===== config.mk =====
export PLATFORM = sky130hd
export DESIGN_NAME = aoc_top
export DESIGN_NICKNAME = d
export VERILOG_FILES = /design/src/aoc_pkg.sv /design/src/aoc_top.sv /design/src/aoc_uart.sv
export SDC_FILE = /design/constraint.sdc
export NUM_CORES = 1
export LEC_CHECK = 0
export BUFFER_PORTS_ARGS = -buffer_cell sky130_fd_sc_hd__buf_2
export CORE_MARGIN = 5
export CORE_UTILIZATION = 50
export DETAILED_ROUTE_END_ITERATION = 6
export GPL_TIMING_DRIVEN = 0
export PLACE_DENSITY_LB_ADDON = 0.12
export SLEW_MARGIN = 30
export SYNTH_ARGS = -nofsm -noshare
export SYNTH_HDL_FRONTEND = slang
export SYNTH_HIERARCHICAL = 1
export SYNTH_SLANG_ARGS = --single-unit

===== constraint.sdc =====
create_clock -name clk -period 3.5 [get_ports clk]
set_clock_uncertainty 0.15 [all_clocks]
set_input_delay 0.7 -clock clk [delete_from_list [all_inputs] [get_ports clk]]
set_output_delay 0.7 -clock clk [all_outputs]
set_load 0.01 [all_outputs]

===== src/aoc_pkg.sv =====
package aoc_pkg;

    // clock and serial link timing
    localparam int CLK_HZ   = 250_000_000;
    localparam int BAUD_HZ  = 9600;
    localparam int BIT_CYC  = CLK_HZ / BAUD_HZ;
    localparam int HALF_CYC = BIT_CYC / 2;

    // power-on qualification delay in whole cycles; the product is kept
    // small so it cannot overflow a 32-bit int
    localparam int POR_MS  = 50;
    localparam int POR_CYC = (CLK_HZ / 1000) * POR_MS;

    // register byte addresses
    localparam logic [7:0] OFF_PORT1  = 8'h00;
    localparam logic [7:0] OFF_PORT2  = 8'h04;
    localparam logic [7:0] OFF_LOW    = 8'h08;
    localparam logic [7:0] OFF_TX     = 8'h0C;
    localparam logic [7:0] OFF_RX     = 8'h10;
    localparam logic [7:0] OFF_SWITCH = 8'h14;
    localparam logic [7:0] OFF_STATUS = 8'h18;

    // port bit positions
    localparam int P1_ERR    = 0;
    localparam int P1_RD     = 1;
    localparam int P1_DRV    = 3;
    localparam int P1_SWRD_N = 5;
    localparam int P2_STB_LO = 4;
    localparam int P2_ZERO   = 7;

    // reset values
    localparam logic [7:0] P1_RST = 8'h20;
    localparam logic [7:0] P2_RST = 8'h80;

    // initialize command byte, value is arbitrary
    localparam logic [7:0] INIT_CMD = 8'hFF;

    localparam int NCH    = 4;
    localparam int WORD_W = 12;

    typedef enum logic [4:0] {
        ST_IDLE  = 5'h01,
        ST_START = 5'h02,
        ST_DATA  = 5'h04,
        ST_PAR   = 5'h08,
        ST_STOP  = 5'h10
    } aoc_ser_t;

    typedef struct packed {
        logic [7:0]  addr;
        logic [31:0] wdata;
        logic        wr;
        logic        rd;
    } aoc_bus_t;

    typedef struct packed {
        logic [2:0] rx_sync;
        logic       rx_lvl;
        aoc_ser_t   rx_st;
        logic [15:0] rx_cnt;
        logic [2:0] rx_bit;
        logic [7:0] rx_sh;
        logic       rx_par;
        logic       rx_pbad;
        logic [7:0] rx_data;
        logic       rx_ready;
        logic       rx_new;
        logic       ovr;
        logic       frm;
        logic       perr;
        aoc_ser_t   tx_st;
        logic [15:0] tx_cnt;
        logic [2:0] tx_bit;
        logic [7:0] tx_sh;
        logic       tx_par;
        logic       tx_line;
        logic       tx_done;
    } aoc_uart_st_t;

    typedef struct packed {
        logic [2:0]      sup_sync;
        logic            sup_lvl;
        logic [23:0]     por_cnt;
        logic            por_ok;
        logic [2:0][7:0] sw_sync;
        logic [7:0]      sw_lvl;
        logic [7:0]      p1;
        logic [7:0]      p2;
        logic [3:0]      stb_prev;
        logic [7:0]      low_byte;
        logic [3:0]      nibble;
        logic [3:0][11:0] chan;
        logic [3:0][11:0] dac;
        logic [31:0]     rdata;
    } aoc_top_st_t;

endpackage


===== src/aoc_top.sv =====
// Operation
// - hold digital logic disabled until 50 ms after supply is good
// - supply falling below operating level disables at once
// - reset output low active, high only after delay, low on dip
// - receiver raises data-ready flag when a word is complete
// - received word fetched by the port 1 bit 1 read strobe
// - port 1 bit 0 reports overrun, framing or parity error
// - port 1 bit 3 enables the link driver before sending
// - transmit load strobe captures one byte, then 8 bits shift out
// - driver disabled after the transmission ends
// - switches reach the data bus only on read with port 1 bit 5 low
// - switch address compared with address received over the link
// - switch lines are active low, value read inverted
// - 12-bit word built first from an 8-bit low byte latch
// - remaining 4 bits latched from port 2 bits 3 to 0
// - port 2 bits 4 to 7 strobe the word into channel latches
// - bit 6 loads channel 1, bit 5 loads channel 2
// - port 2 bit 7 high forces all outputs to zero scale
// - port 2 bit 7 comes up high at power-on
// - initialize command from the mainframe drives outputs to zero
module aoc_top
    import aoc_pkg::*;
#(
    parameter int POR_CYCLES = POR_CYC
)
(
    input  wire logic        clk,         // 250 MHz system clock
    input  wire logic        rst_n,       // sync reset, low active
    input  wire aoc_bus_t    bus,         // register bus request
    output logic [31:0]      rdata,       // read data, cycle after rd
    input  wire logic        supply_ok,   // logic supply in tolerance
    input  wire logic [7:0]  switch_n,    // decade switches, low = one
    input  wire logic        link_rx,     // from link receiver
    output logic             link_tx,     // to link driver
    output logic             link_oe,     // link driver enable
    output logic             por_rst_n,   // qualified reset, low active
    output logic [3:0][11:0] dac_code,    // per-channel converter words
    output logic             zero_scale   // outputs forced to zero
);

    aoc_top_st_t s;
    aoc_top_st_t next_s;

    logic       core_rst_n;
    logic       pop;
    logic       tx_load;
    logic [7:0] rx_data;
    logic       rx_ready;
    logic       rx_new;
    logic       rx_err;
    logic       tx_line;
    logic       tx_busy;
    logic       tx_done;
    logic [7:0] sw_val;
    logic       addr_match;

    // register hit on a given offset
    function automatic logic reg_hit(input logic [7:0] a,
                                     input logic [7:0] off);
        reg_hit = (a == off);
    endfunction

    // rising edge of one strobe bit against its previous level
    function automatic logic rose(input logic now, input logic prev);
        rose = now & ~prev;
    endfunction

    // everything besides the supply and switch synchronisers and the
    // qualification counter is held in reset until the supply has been good long enough
    assign core_rst_n = rst_n & s.por_ok;

    // switch value, inverted because a one reads as a low level
    assign sw_val = ~s.sw_lvl;

    // address match against the last word from the link
    assign addr_match = rx_ready & (rx_data == sw_val);

    // bus strobes decoded into block actions
    assign pop     = bus.wr & reg_hit(bus.addr, OFF_PORT1)
                   & bus.wdata[P1_RD];
    assign tx_load = bus.wr & reg_hit(bus.addr, OFF_TX);

    aoc_uart u_uart (
        .clk      (clk),
        .rst_n    (core_rst_n),
        .rx_pin   (link_rx),
        .pop      (pop),
        .load     (tx_load),
        .tx_byte  (bus.wdata[7:0]),
        .rx_data  (rx_data),
        .rx_ready (rx_ready),
        .rx_new   (rx_new),
        .rx_err   (rx_err),
        .tx_line  (tx_line),
        .tx_busy  (tx_busy),
        .tx_done  (tx_done)
    );

    // next state of the whole card
    always_comb
    begin
        next_s = s;

        // supply level through three stages, counted once two agree
        next_s.sup_sync = {s.sup_sync[1:0], supply_ok};
        if (s.sup_sync[1] == s.sup_sync[2])
            next_s.sup_lvl = s.sup_sync[2];

        // qualification counter restarts on every dip
        if (!s.sup_lvl)
        begin
            next_s.por_cnt = 24'h000000;
            next_s.por_ok  = 1'b0;
        end
        else if (s.por_cnt >= 24'(POR_CYCLES - 1))
            next_s.por_ok  = 1'b1;
        else
            next_s.por_cnt = s.por_cnt + 24'h000001;

        // switches are static but still come from outside the clock
        next_s.sw_sync = {s.sw_sync[1:0], switch_n};
        for (int i = 0; i < 8; i++)
        begin
            if (s.sw_sync[1][i] == s.sw_sync[2][i])
                next_s.sw_lvl[i] = s.sw_sync[2][i];
        end

        // driver released by hardware after the stop bit
        if (tx_done)
            next_s.p1[P1_DRV] = 1'b0;

        // register writes
        if (bus.wr)
        begin
            if (reg_hit(bus.addr, OFF_PORT1))
            begin
                next_s.p1[P1_DRV]    = bus.wdata[P1_DRV];
                next_s.p1[P1_SWRD_N] = bus.wdata[P1_SWRD_N];
            end
            if (reg_hit(bus.addr, OFF_PORT2))
            begin
                next_s.p2     = bus.wdata[7:0];
                next_s.nibble = bus.wdata[3:0];
            end
            if (reg_hit(bus.addr, OFF_LOW))
                next_s.low_byte = bus.wdata[7:0];
        end

        // an initialize command raises the zero line; it wins over a
        // software write landing in the same cycle
        if (rx_new && rx_data == INIT_CMD)
            next_s.p2[P2_ZERO] = 1'b1;

        // channel strobes: bit 7 ch0, bit 6 ch1, bit 5 ch2, bit 4 ch3
        next_s.stb_prev = s.p2[7:P2_STB_LO];
        for (int c = 0; c < NCH; c++)
        begin
            if (rose(s.p2[7 - c], s.stb_prev[3 - c]))
                next_s.chan[c] = {s.nibble, s.low_byte};
        end

        // nibble on top, so all zeros gives zero scale
        for (int c = 0; c < NCH; c++)
        begin
            next_s.dac[c] = s.p2[P2_ZERO] ? 12'h000
                          : next_s.chan[c];
        end

        // read data stands in the cycle after the strobe only
        next_s.rdata = 32'h00000000;
        if (bus.rd)
        begin
            case (1'b1)
                reg_hit(bus.addr, OFF_PORT1):
                begin
                    next_s.rdata[P1_ERR]    = rx_err;
                    next_s.rdata[P1_DRV]    = s.p1[P1_DRV];
                    next_s.rdata[P1_SWRD_N] = s.p1[P1_SWRD_N];
                end
                reg_hit(bus.addr, OFF_PORT2):
                    next_s.rdata[7:0] = s.p2;
                reg_hit(bus.addr, OFF_LOW):
                    next_s.rdata[7:0] = s.low_byte;
                reg_hit(bus.addr, OFF_RX):
                    next_s.rdata[7:0] = rx_data;
                reg_hit(bus.addr, OFF_SWITCH):
                    // buffers drive only with the enable bit low
                    if (!s.p1[P1_SWRD_N])
                        next_s.rdata[7:0] = sw_val;
                reg_hit(bus.addr, OFF_STATUS):
                    next_s.rdata[4:0] = {addr_match, tx_busy,
                                         rx_ready, s.sup_lvl,
                                         s.por_ok};
                default:
                    next_s.rdata = 32'h00000000;
            endcase
        end

        // while unqualified, the core sits at its reset values
        if (!s.por_ok)
        begin
            next_s.p1       = P1_RST;
            next_s.p2       = P2_RST;
            next_s.stb_prev = 4'h8;
            next_s.low_byte = 8'h00;
            next_s.nibble   = 4'h0;
            next_s.chan     = '0;
            next_s.dac      = '0;
            next_s.rdata    = 32'h00000000;
        end
    end

    // one register for all state
    always_ff @(posedge clk)
    begin
        if (!rst_n)
        begin
            s          <= '0;
            s.p1       <= P1_RST;
            s.p2       <= P2_RST;
            s.stb_prev <= 4'h8;
        end
        else
            s <= next_s;
    end

    // the raw supply input pulls the reset low without waiting for
    // the synchroniser; release still needs the full count
    assign por_rst_n  = s.por_ok & supply_ok;
    assign rdata      = s.rdata;
    assign link_tx    = tx_line;
    assign link_oe    = s.p1[P1_DRV];
    assign dac_code   = s.dac;
    assign zero_scale = s.p2[P2_ZERO];

endmodule


===== src/aoc_uart.sv =====
module aoc_uart
    import aoc_pkg::*;
(
    input  wire logic       clk,       // system clock
    input  wire logic       rst_n,     // sync reset, low active
    input  wire logic       rx_pin,    // serial input from link receiver
    input  wire logic       pop,       // read strobe, one cycle
    input  wire logic       load,      // transmit buffer load pulse
    input  wire logic [7:0] tx_byte,   // byte to send
    output logic [7:0]      rx_data,   // last received word
    output logic            rx_ready,  // word waiting
    output logic            rx_new,    // pulse on each new word
    output logic            rx_err,    // overrun, framing or parity
    output logic            tx_line,   // serial output
    output logic            tx_busy,   // shifting
    output logic            tx_done    // pulse after stop bit
);

    aoc_uart_st_t s;
    aoc_uart_st_t next_s;

    // receive and transmit engines, 8 data bits, even parity, one stop
    always_comb
    begin
        next_s = s;
        next_s.rx_new  = 1'b0;
        next_s.tx_done = 1'b0;
        next_s.rx_sync = {s.rx_sync[1:0], rx_pin};
        // a change counts once second and third stage agree
        if (s.rx_sync[1] == s.rx_sync[2])
            next_s.rx_lvl = s.rx_sync[2];
        // clear first so a word landing this cycle still sets the flags
        if (pop)
        begin
            next_s.rx_ready = 1'b0;
            next_s.ovr = 1'b0;
            next_s.frm = 1'b0;
            next_s.perr = 1'b0;
        end
        if (s.rx_cnt != 16'h0000)
            next_s.rx_cnt = s.rx_cnt - 16'h0001;
        case (s.rx_st)
            ST_IDLE:
                if (!s.rx_lvl)
                begin
                    next_s.rx_st  = ST_START;
                    next_s.rx_cnt = 16'(HALF_CYC);
                end
            ST_START:
                if (s.rx_cnt == 16'h0000)
                begin
                    // a glitch shorter than half a bit is dropped
                    next_s.rx_st  = s.rx_lvl ? ST_IDLE : ST_DATA;
                    next_s.rx_cnt = 16'(BIT_CYC - 1);
                    next_s.rx_bit = 3'h0;
                    next_s.rx_par = 1'b0;
                end
            ST_DATA:
                if (s.rx_cnt == 16'h0000)
                begin
                    next_s.rx_sh  = {s.rx_lvl, s.rx_sh[7:1]};
                    next_s.rx_par = s.rx_par ^ s.rx_lvl;
                    next_s.rx_cnt = 16'(BIT_CYC - 1);
                    next_s.rx_bit = s.rx_bit + 3'h1;
                    if (s.rx_bit == 3'h7)
                        next_s.rx_st = ST_PAR;
                end
            ST_PAR:
                if (s.rx_cnt == 16'h0000)
                begin
                    next_s.rx_pbad = s.rx_par ^ s.rx_lvl;
                    next_s.rx_cnt  = 16'(BIT_CYC - 1);
                    next_s.rx_st   = ST_STOP;
                end
            ST_STOP:
                if (s.rx_cnt == 16'h0000)
                begin
                    next_s.ovr      = next_s.ovr | s.rx_ready;
                    next_s.frm      = next_s.frm | ~s.rx_lvl;
                    next_s.perr     = next_s.perr | s.rx_pbad;
                    next_s.rx_data  = s.rx_sh;
                    next_s.rx_ready = 1'b1;
                    next_s.rx_new   = 1'b1;
                    next_s.rx_st    = ST_IDLE;
                end
            default:
                next_s.rx_st = ST_IDLE;
        endcase
        // transmitter, a load while busy is ignored
        if (s.tx_cnt != 16'h0000)
            next_s.tx_cnt = s.tx_cnt - 16'h0001;
        case (s.tx_st)
            ST_IDLE:
                if (load)
                begin
                    next_s.tx_sh   = tx_byte;
                    next_s.tx_par  = ^tx_byte;
                    next_s.tx_line = 1'b0;
                    next_s.tx_cnt  = 16'(BIT_CYC - 1);
                    next_s.tx_st   = ST_START;
                end
            ST_START, ST_DATA:
                if (s.tx_cnt == 16'h0000)
                begin
                    next_s.tx_line = s.tx_sh[0];
                    next_s.tx_sh   = {1'b0, s.tx_sh[7:1]};
                    next_s.tx_cnt  = 16'(BIT_CYC - 1);
                    next_s.tx_bit  = (s.tx_st == ST_START) ? 3'h0
                                   : s.tx_bit + 3'h1;
                    if (s.tx_st == ST_START)
                        next_s.tx_st = ST_DATA;
                    else if (s.tx_bit == 3'h7)
                    begin
                        next_s.tx_line = s.tx_par;
                        next_s.tx_st   = ST_PAR;
                    end
                end
            ST_PAR:
                if (s.tx_cnt == 16'h0000)
                begin
                    next_s.tx_line = 1'b1;
                    next_s.tx_cnt  = 16'(BIT_CYC - 1);
                    next_s.tx_st   = ST_STOP;
                end
            ST_STOP:
                if (s.tx_cnt == 16'h0000)
                begin
                    next_s.tx_done = 1'b1;
                    next_s.tx_st   = ST_IDLE;
                end
            default:
                next_s.tx_st = ST_IDLE;
        endcase
    end

    always_ff @(posedge clk)
    begin
        if (!rst_n)
        begin
            s         <= '0;
            s.rx_sync <= 3'h7;
            s.rx_lvl  <= 1'b1;
            s.rx_st   <= ST_IDLE;
            s.tx_st   <= ST_IDLE;
            s.tx_line <= 1'b1;
        end
        else
            s <= next_s;
    end

    assign rx_data  = s.rx_data;
    assign rx_ready = s.rx_ready;
    assign rx_new   = s.rx_new;
    assign rx_err   = s.ovr | s.frm | s.perr;
    assign tx_line  = s.tx_line;
    assign tx_busy  = (s.tx_st != ST_IDLE);
    assign tx_done  = s.tx_done;

endmodule

* After elaboration in Yosys (flattened, before gate mapping) *
Index checks and enable logic that the tools add are counted.
W data, S select, Z words.

word-level totals
  register bits after elaboration = 301
  input bits = 54
  output and inout bits = 84
  logic and storage cells = 233

operators by class
  $add $sub $neg = 5
  magnitude comparators = 1
  equal/unequal tests = 42
  muxes and demuxes = 74
  bitwise gates (word level) = 25
  reduce and logical (&&, ||, !) cells = 32

operators by type and width
  operator                 number
  $mux W21                 4
  $pmux W16 S4             1
  $mux W12                 4
  $pmux W16 S3             1
  $mux W5                  7
  $mux W33                 1
  $logic_not A16 Y1        2
  $mux W1                  32
  $mux W16                 2
  $mux W32                 1
  $reduce_bool A16 Y1      2
  $sub A16 B1 Y16 const B  2
  $pmux W5 S5              1
  $add A24 B1 Y24 const B  1
  $eq A8 B5 Y1 const B     3
  $ge A24 B24 Y1 const B   1
  $mux W24                 1
  $reduce_and A2 Y1        12
  $pmux W5 S4              1
  $mux W2                  9
  $eq A8 B4 Y1 const B     2
  $ne A2 B1 Y1 const B     8
  $pmux W8 S2              1
  $and A1 B1 Y1            10
  other kinds (36)         70

* Longest topological paths before layout *
Gate-level depths: netlist (run 1).

  word-level depth = 8
  mapped depth = 11

* Cells and area by module *
Netlist (run 1), hierarchy kept.

by module, submodules not included
  module    instances  cells an instance  area each (µm²)
  aoc_top   1          833                7480.9
  aoc_uart  1          516                4256.6

* Least setup slack after synthesis (run 1) *
OpenSTA, ideal clock, no wires.

  path kind = in2reg
  from = input port bus[41] (netlist name)
  to = register u_uart/s[22] (netlist name)
  setup time = 0.074 ns
  data arrival time = 2.750 ns
  data required time = 3.276 ns
  slack = 0.526 ns
  cell stages on the path = 10
  path buffers = 2
  cell sequence = nor3_1 nand2b_1 nor4_1 and2b_1 and2_0 clkbuf_1 nor3_1 or2_1 buf_2 a31oi_1

between the ends
  cells in the longest elaborated chain, start to end = 4

ends and longest elaborated chain
  item                  RTL line         text
  start, declared       aoc_top.sv:29    input wire aoc_bus_t bus,
  $eq A8 B4 Y1          aoc_top.sv:60    reg_hit = (a == off);
  $and A1 B1 Y1         aoc_top.sv:81    assign tx_load = bus.wr & reg_hit(bus.addr, OFF_TX);
  named net tx_load     aoc_top.sv:46    logic tx_load;
  $mux W21              aoc_uart.sv:94   if (load)
  $pmux W16 S3          aoc_uart.sv:92   case (s.tx_st)
  end signal, assigned  aoc_uart.sv:148  s <= next_s;
  end, declared         aoc_uart.sv:19   aoc_uart_st_t s;

The timed path passes the listed nets, and every way through them passes these cells. The select of a mux whose other input is x is not followed.
A chain may end at the register's enable or synchronous reset.

* Final worst setup path (run 1) *
  from = input port bus[41] (netlist name)
  to = register u_uart/s[18] (netlist name)

Same word-level chain as after synthesis.

==> impl_metrics.env, run 1 <==
export IMPL_synth_avg_cell_area_um2=8.701
export IMPL_yosys_area_share_adder=0.009594
export IMPL_grt_max_degree=15
export IMPL_hold_end="u_uart/next_s[84]"
export IMPL_placed_cell_area_um2=12670
export IMPL_reg2reg_from="u_uart/s[14]"
export IMPL_cts_num_sinks=273
export IMPL_synth_compound_area_frac=0.1342
export IMPL_start_util=0.5046
export IMPL_initialDrtViolationCount=671
export IMPL_synth_cells_most_frequent="dfxtp_1, nand2_1, a21oi_1"
export IMPL_netlist_area_um2=11740
export IMPL_ys_types=92
export IMPL_seq_area_frac_synth=0.4656
export IMPL_holdBufCountCts=0
export IMPL_p_sw_mw=1.305
export IMPL_fmax_mhz=307.3
export IMPL_cp_start_kind="primary input"
export IMPL_synth_mux_area_frac=0.01887
export IMPL_synth_area_leader_cell="dfxtp_1"
export IMPL_clk_latency_ps=550
export IMPL_rsz0062_at_grt="no"
export IMPL_synth_top_family_by_area="simple AND/OR/NAND/NOR gates"
export IMPL_htree_num_levels=1
export IMPL_worstPathRequired_ps=3810
export IMPL_ant_nets=0
export IMPL_ys_top_cells_by_area="dfxtp_1, nand2_1, buf_4"
export IMPL_yosys_area_top_type_share=0.4656
export IMPL_reg2reg_depth=11
export IMPL_status="completed"
export IMPL_p_leak_nw=5.327
export IMPL_worst_pin_slew_ps=860.0
export IMPL_min_path_type="primary input to flip-flop"
export IMPL_synth_async_reset_ratio=0
export IMPL_cp_max_fo=8
export IMPL_grt_overflow=0
export IMPL_cp_end_kind="flip-flop"
export IMPL_crit_type="primary input to flip-flop"
export IMPL_cts_setup_buffers=0
export IMPL_postLayoutCellArea_um2=13670
export IMPL_synth_edf_count=0
export IMPL_r2r_slack_ps=410
export IMPL_period_minus_slack_ps=3254
export IMPL_seq_power_share=0.492
export IMPL_drv_cap=0
export IMPL_hold_slack_ps=196.0
export IMPL_hp_start="link_rx"
export IMPL_num_nets_final=1554
export IMPL_swShare=0.2055
export IMPL_r2r_end="u_uart/s[14]"
export IMPL_cts_buffers=29
export IMPL_root_buffer="clkbuf_16"
export IMPL_drtPass1Iterations=6
export IMPL_yosys_warnings=6
export IMPL_wl_per_cell_um=14.76
export IMPL_grt_pass1_vias=8729
export IMPL_setup_viol=0
export IMPL_vias=9481
export IMPL_cts_tree="yes"
export IMPL_startpoint="bus[41]"
export IMPL_slew_violations=0
export IMPL_die_h_um=163.2
export IMPL_drive_gt1_frac=0.1856
export IMPL_routed_wl_um=27090
export IMPL_hold_viol_final=0
export IMPL_dp_hpwl_um=19210
export IMPL_core_area_um2=23260
export IMPL_p_comb_frac=0.020
export IMPL_grt_use_total=0.2020
export IMPL_port_buffers=88
export IMPL_die_x_um=163.2
export IMPL_postSynthCellCount=1349
export IMPL_yosysMostFrequentCell="dfxtp_1"
export IMPL_via_per_inst=5.167
export IMPL_vdd_ir_drop_max_v=0.0003402
export IMPL_clkPwrFrac=0.488
export IMPL_drc=0
export IMPL_synth_xor_area_frac=0.03283
export IMPL_layout_setup_ws_ps=245.9
export IMPL_io_pins=138
export IMPL_cts_buffer_depth=3
export IMPL_die_area_um2=26640
export IMPL_ys_ff_latch=273
export IMPL_synthFlopType="dfxtp_1"
export IMPL_fp_row_count=56
export IMPL_grt_pass1_wl_um=44770
export IMPL_post_place_ws_ps=-681.6
export IMPL_areaGrowthSynthToFinish_pct=16.44
export IMPL_cts_clk_slew_worst_paths_ps=60
export IMPL_hold_depth=2
export IMPL_pwr_density_cell_nw_per_um2=464.5
export IMPL_power_mw=6.349
export IMPL_gp_congestion=0.8870
export IMPL_p_int_mw=5.044
export IMPL_antenna_found_initial=2
export IMPL_finalCritPeriodShare=0.9298
export IMPL_final_util=0.5875
export IMPL_critPathArrivalTime_ps=3560
export IMPL_synthSimpleGateAreaFrac=0.2522
export IMPL_maxSlewHeadroom=0.4214
[cell type report]
cell class                 count  area [µm²]
multi-input combinational    931        5361
fill                        2139        9595
tap                          319       399.1
antenna                        2       5.005
sequential                   273        5465
buffer                       152       953.4
inverter                      16       60.06
timing repair buffer          88       440.4
clock buffer                  39       823.3
clock inverter                15       158.9
[registers in the layout, indices dropped and copies added (netlist names)]
register and cells:
u_uart/rx_ready 1, u_uart/s 72, link_oe 1, next_s 18
u_uart/next_s 2, u_uart/tx_line 1, u_uart/rx_data 8, s 111
zero_scale 1, rdata 8, u_uart/rx_new 1, dac_code 48
u_uart/tx_done 1
[through the flow]
step	TNS [ps]	instances
2_1_floorplan	0	1372
3_3_place_gp	-10240	1779
3_5_place_dp	-11000	1779
4_1_cts	0	1833
5_1_grt	0	1833
6_report	0	1835
[routing by layer]
layer	up-vias	routed length (µm)	track usage
li1	4843	-	-
met1	4355	12630	0.2882
met2	237	12370	0.3253
met3	42	1562	0.02978
met4	4	500	0.04727
met5	-	29	0
[how the worst max path moves through the flow]
stage / cells past startpoint / end
2_1_floorplan: 10 / u_uart/s[22]
3_3_place_gp: 10 / u_uart/s[15]
3_5_place_dp: 10 / u_uart/s[16]
4_1_cts: 10 / u_uart/s[16]
5_1_grt: 11 / u_uart/s[22]
6_report: 11 / u_uart/s[18]
[power by group through the flow]
stage | clock [mW] | combinational (mW) | sequential, mW
finish | 3.10 | 0.129 | 3.12
global route | 3.31 | 0.142 | 3.12
CTS | 3.17 | 0.127 | 3.12
detailed placement | 0 | 0.126 | 3.19
global placement | 0 | 0.125 | 3.19
floorplan | 0 | 0.0841 | 3.19
[what timing repair did]
action,in CTS,in global routing
gates resized for setup,1,1
endpoints found under the setup margin,7,7
hold endpoints to repair,0,0
[placed cells by master, fill, tap and decap left out, drive strengths merged, types with 7 or more instances in the layout]
master and instances:
nand3 29, mux2i 21, nor2 106, nor2b 48, ha 9, a21boi 10, a31oi 7, nand2 197
nand2b 17, clkbuf 83, nor3 49, buf 195, nor4 18, clkinv 9, a21oi 117, a211oi 14
a22oi 7, conb 24, nand4 19, xnor2 25, o21ai 56, or3 17, and3 8, dfxtp 273
xor2 19, inv 17, a221oi 8, and2 33
[cells by family (layout without fill, tap and decap cells)]
kind of cell    count (synthesis)  count (layout)
compound gates                257             257
xor+xnor                       44              44
fa+ha+maj                       9               9
buf+inv                       168             310
flops                         273             273
mux                            22              22
other cells                     1              26
simple gates                  575             575
[worst max-delay path, stage by stage]
cell and delay (ps):
buf_2 120, nor3_1 630, nand2b_1 360, nor4_2 490
and2b_1 200, and2_0 130, clkbuf_1 210, nor3_1 120
or2_1 270, buf_2 170, a21oi_1 160
No activity file was read; power rests on OpenSTA's default activity.
==> inputs of run 2 (changes only) <==
--- a/config.mk
+++ b/config.mk
@@ -13,2 +13,3 @@
 export PLACE_DENSITY_LB_ADDON = 0.12
+export RECOVER_POWER = 25
 export SLEW_MARGIN = 30
--- a/constraint.sdc
+++ b/constraint.sdc
@@ -4,2 +4,2 @@
 set_output_delay 0.7 -clock clk [all_outputs]
-set_load 0.01 [all_outputs]
+set_load 0.02 [all_outputs]
==> impl_metrics.env, run 2 (synthesis gave the netlist of run 1 again) <==
export IMPL_status="finished, violations left"
export IMPL_violations="DRC"
export IMPL_drv_cap=0
export IMPL_largest_register="s"
export IMPL_areaGrowthSynthToFinish_pct=16.38
export IMPL_die_x_um=163.2
export IMPL_grt_use_total=0.2020
export IMPL_dp_cells=1779
export IMPL_cp_end_kind="flip-flop"
export IMPL_worstPathRequired_ps=3810
export IMPL_min_path_type="primary input to flip-flop"
export IMPL_vias=9472
export IMPL_wl_per_cell_um=14.81
export IMPL_period_minus_slack_ps=3254
export IMPL_maxSlewHeadroom=0.4195
export IMPL_r2r_slack_ps=430
export IMPL_start_util=0.5046
export IMPL_root_buffer="clkbuf_16"
export IMPL_holdBufCountCts=0
export IMPL_die_h_um=163.2
export IMPL_drc=6
export IMPL_postLayoutCellArea_um2=13660
export IMPL_pwr_density_cell_nw_per_um2=466.0
export IMPL_clk_latency_ps=550
export IMPL_dp_hpwl_um=19210
export IMPL_rsz0062_at_grt="no"
export IMPL_critPathArrivalTime_ps=3560
export IMPL_gp_congestion=0.8870
export IMPL_cp_start_kind="primary input"
export IMPL_drive_gt1_frac=0.1849
export IMPL_cts_clk_slew_worst_paths_ps=60
export IMPL_placed_cell_area_um2=12670
export IMPL_die_area_um2=26640
export IMPL_cts_setup_buffers=0
export IMPL_finalCritPeriodShare=0.9296
export IMPL_vdd_ir_drop_max_v=0.0003391
export IMPL_num_nets_final=1554
export IMPL_cts_tree="yes"
export IMPL_grt_pass1_vias=8729
export IMPL_fmax_mhz=307.4
export IMPL_slew_violations=0
export IMPL_ant_nets=0
export IMPL_setup_viol=0
export IMPL_power_mw=6.366
export IMPL_largest_reg_flops=111
export IMPL_cts_buffers=29
export IMPL_cts_buffer_depth=3
export IMPL_fp_row_count=56
export IMPL_initialDrtViolationCount=651
export IMPL_worst_pin_slew_ps=862.8
export IMPL_grt_max_degree=15
export IMPL_hold_viol_final=0
export IMPL_port_buffers=88
export IMPL_final_util=0.5872
export IMPL_mostFrequentLayoutCells="dfxtp_1, nand2_1, a21oi_1, nor2_1, buf_2"
export IMPL_crit_type="primary input to flip-flop"
export IMPL_grt_pass1_wl_um=44770
export IMPL_core_area_um2=23260
export IMPL_diodes=0
export IMPL_mostFrequentLayoutCell="dfxtp_1"
export IMPL_antenna_found_initial=2
export IMPL_via_per_inst=5.167
export IMPL_htree_num_levels=1
export IMPL_io_pins=138
export IMPL_cts_num_sinks=273
export IMPL_routed_wl_um=27150
export IMPL_cts_resized_gates=1
export IMPL_grt_overflow=0
export IMPL_fin_setup_tns_ps=0
export IMPL_finalNonFillerCells=1833
export IMPL_cp_max_fo=8
export IMPL_drtPass1Iterations=7
export IMPL_p_leak_nw=5.318
-- run 2: per-layer routing --
| layer | up-vias | GRT usage | wire length [µm] |
|---|---|---|---|
| met4 | 4 | 0.04727 | 541 |
| li1 | 4830 | - | - |
| met2 | 225 | 0.3253 | 12340 |
| met1 | 4367 | 0.2882 | 12830 |
| met3 | 46 | 0.02978 | 1406 |
| met5 | - | 0 | 29 |
-- run 2: area by class of cell --
cell class / instances / area (µm²)
clock buffer: 39 / 823.3
fill: 2142 / 9602
clock inverter: 15 / 158.9
sequential: 273 / 5465
inverter: 16 / 60.06
tap: 319 / 399.1
buffer: 152 / 953.4
timing repair buffer: 88 / 439.2
multi-input combinational: 931 / 5361
-- run 2: worst paths after layout --
| kind | depth (start not counted) | from | endpoint |
|---|---|---|---|
| setup / recovery | 11 | bus[41] | u_uart/s[18] |
| hold / removal | 2 | link_rx | u_uart/next_s[84] |
| setup reg to reg | 11 | u_uart/s[14] | u_uart/s[14] |
| hold reg to reg | 1 | u_uart/next_s[84] | u_uart/next_s[85] |
-- run 2: metrics by stage --
step           setup WS (ps)  hold WS [ps]
6_report               246.5         194.7
4_1_cts                97.00         176.6
2_1_floorplan          525.7         236.3
3_5_place_dp          -681.6         250.2
3_3_place_gp          -619.2         240.2
5_1_grt                61.47         203.7
-- run 2: critical path: stages --
cell and delay, ps:
buf_2 120, nor3_1 630, nand2b_1 350, nor4_2 500
and2b_1 200, and2_0 130, clkbuf_1 210, nor3_1 120
or2_1 270, buf_2 170, a21oi_1 160
-- run 2: report_power, final --
group          switching (mW)  total [mW]  internal, mW
combinational          0.0833       0.140        0.0572
clock                    1.23        3.10          1.87
sequential            0.00490        3.12          3.12
total                    1.32        6.37          5.04
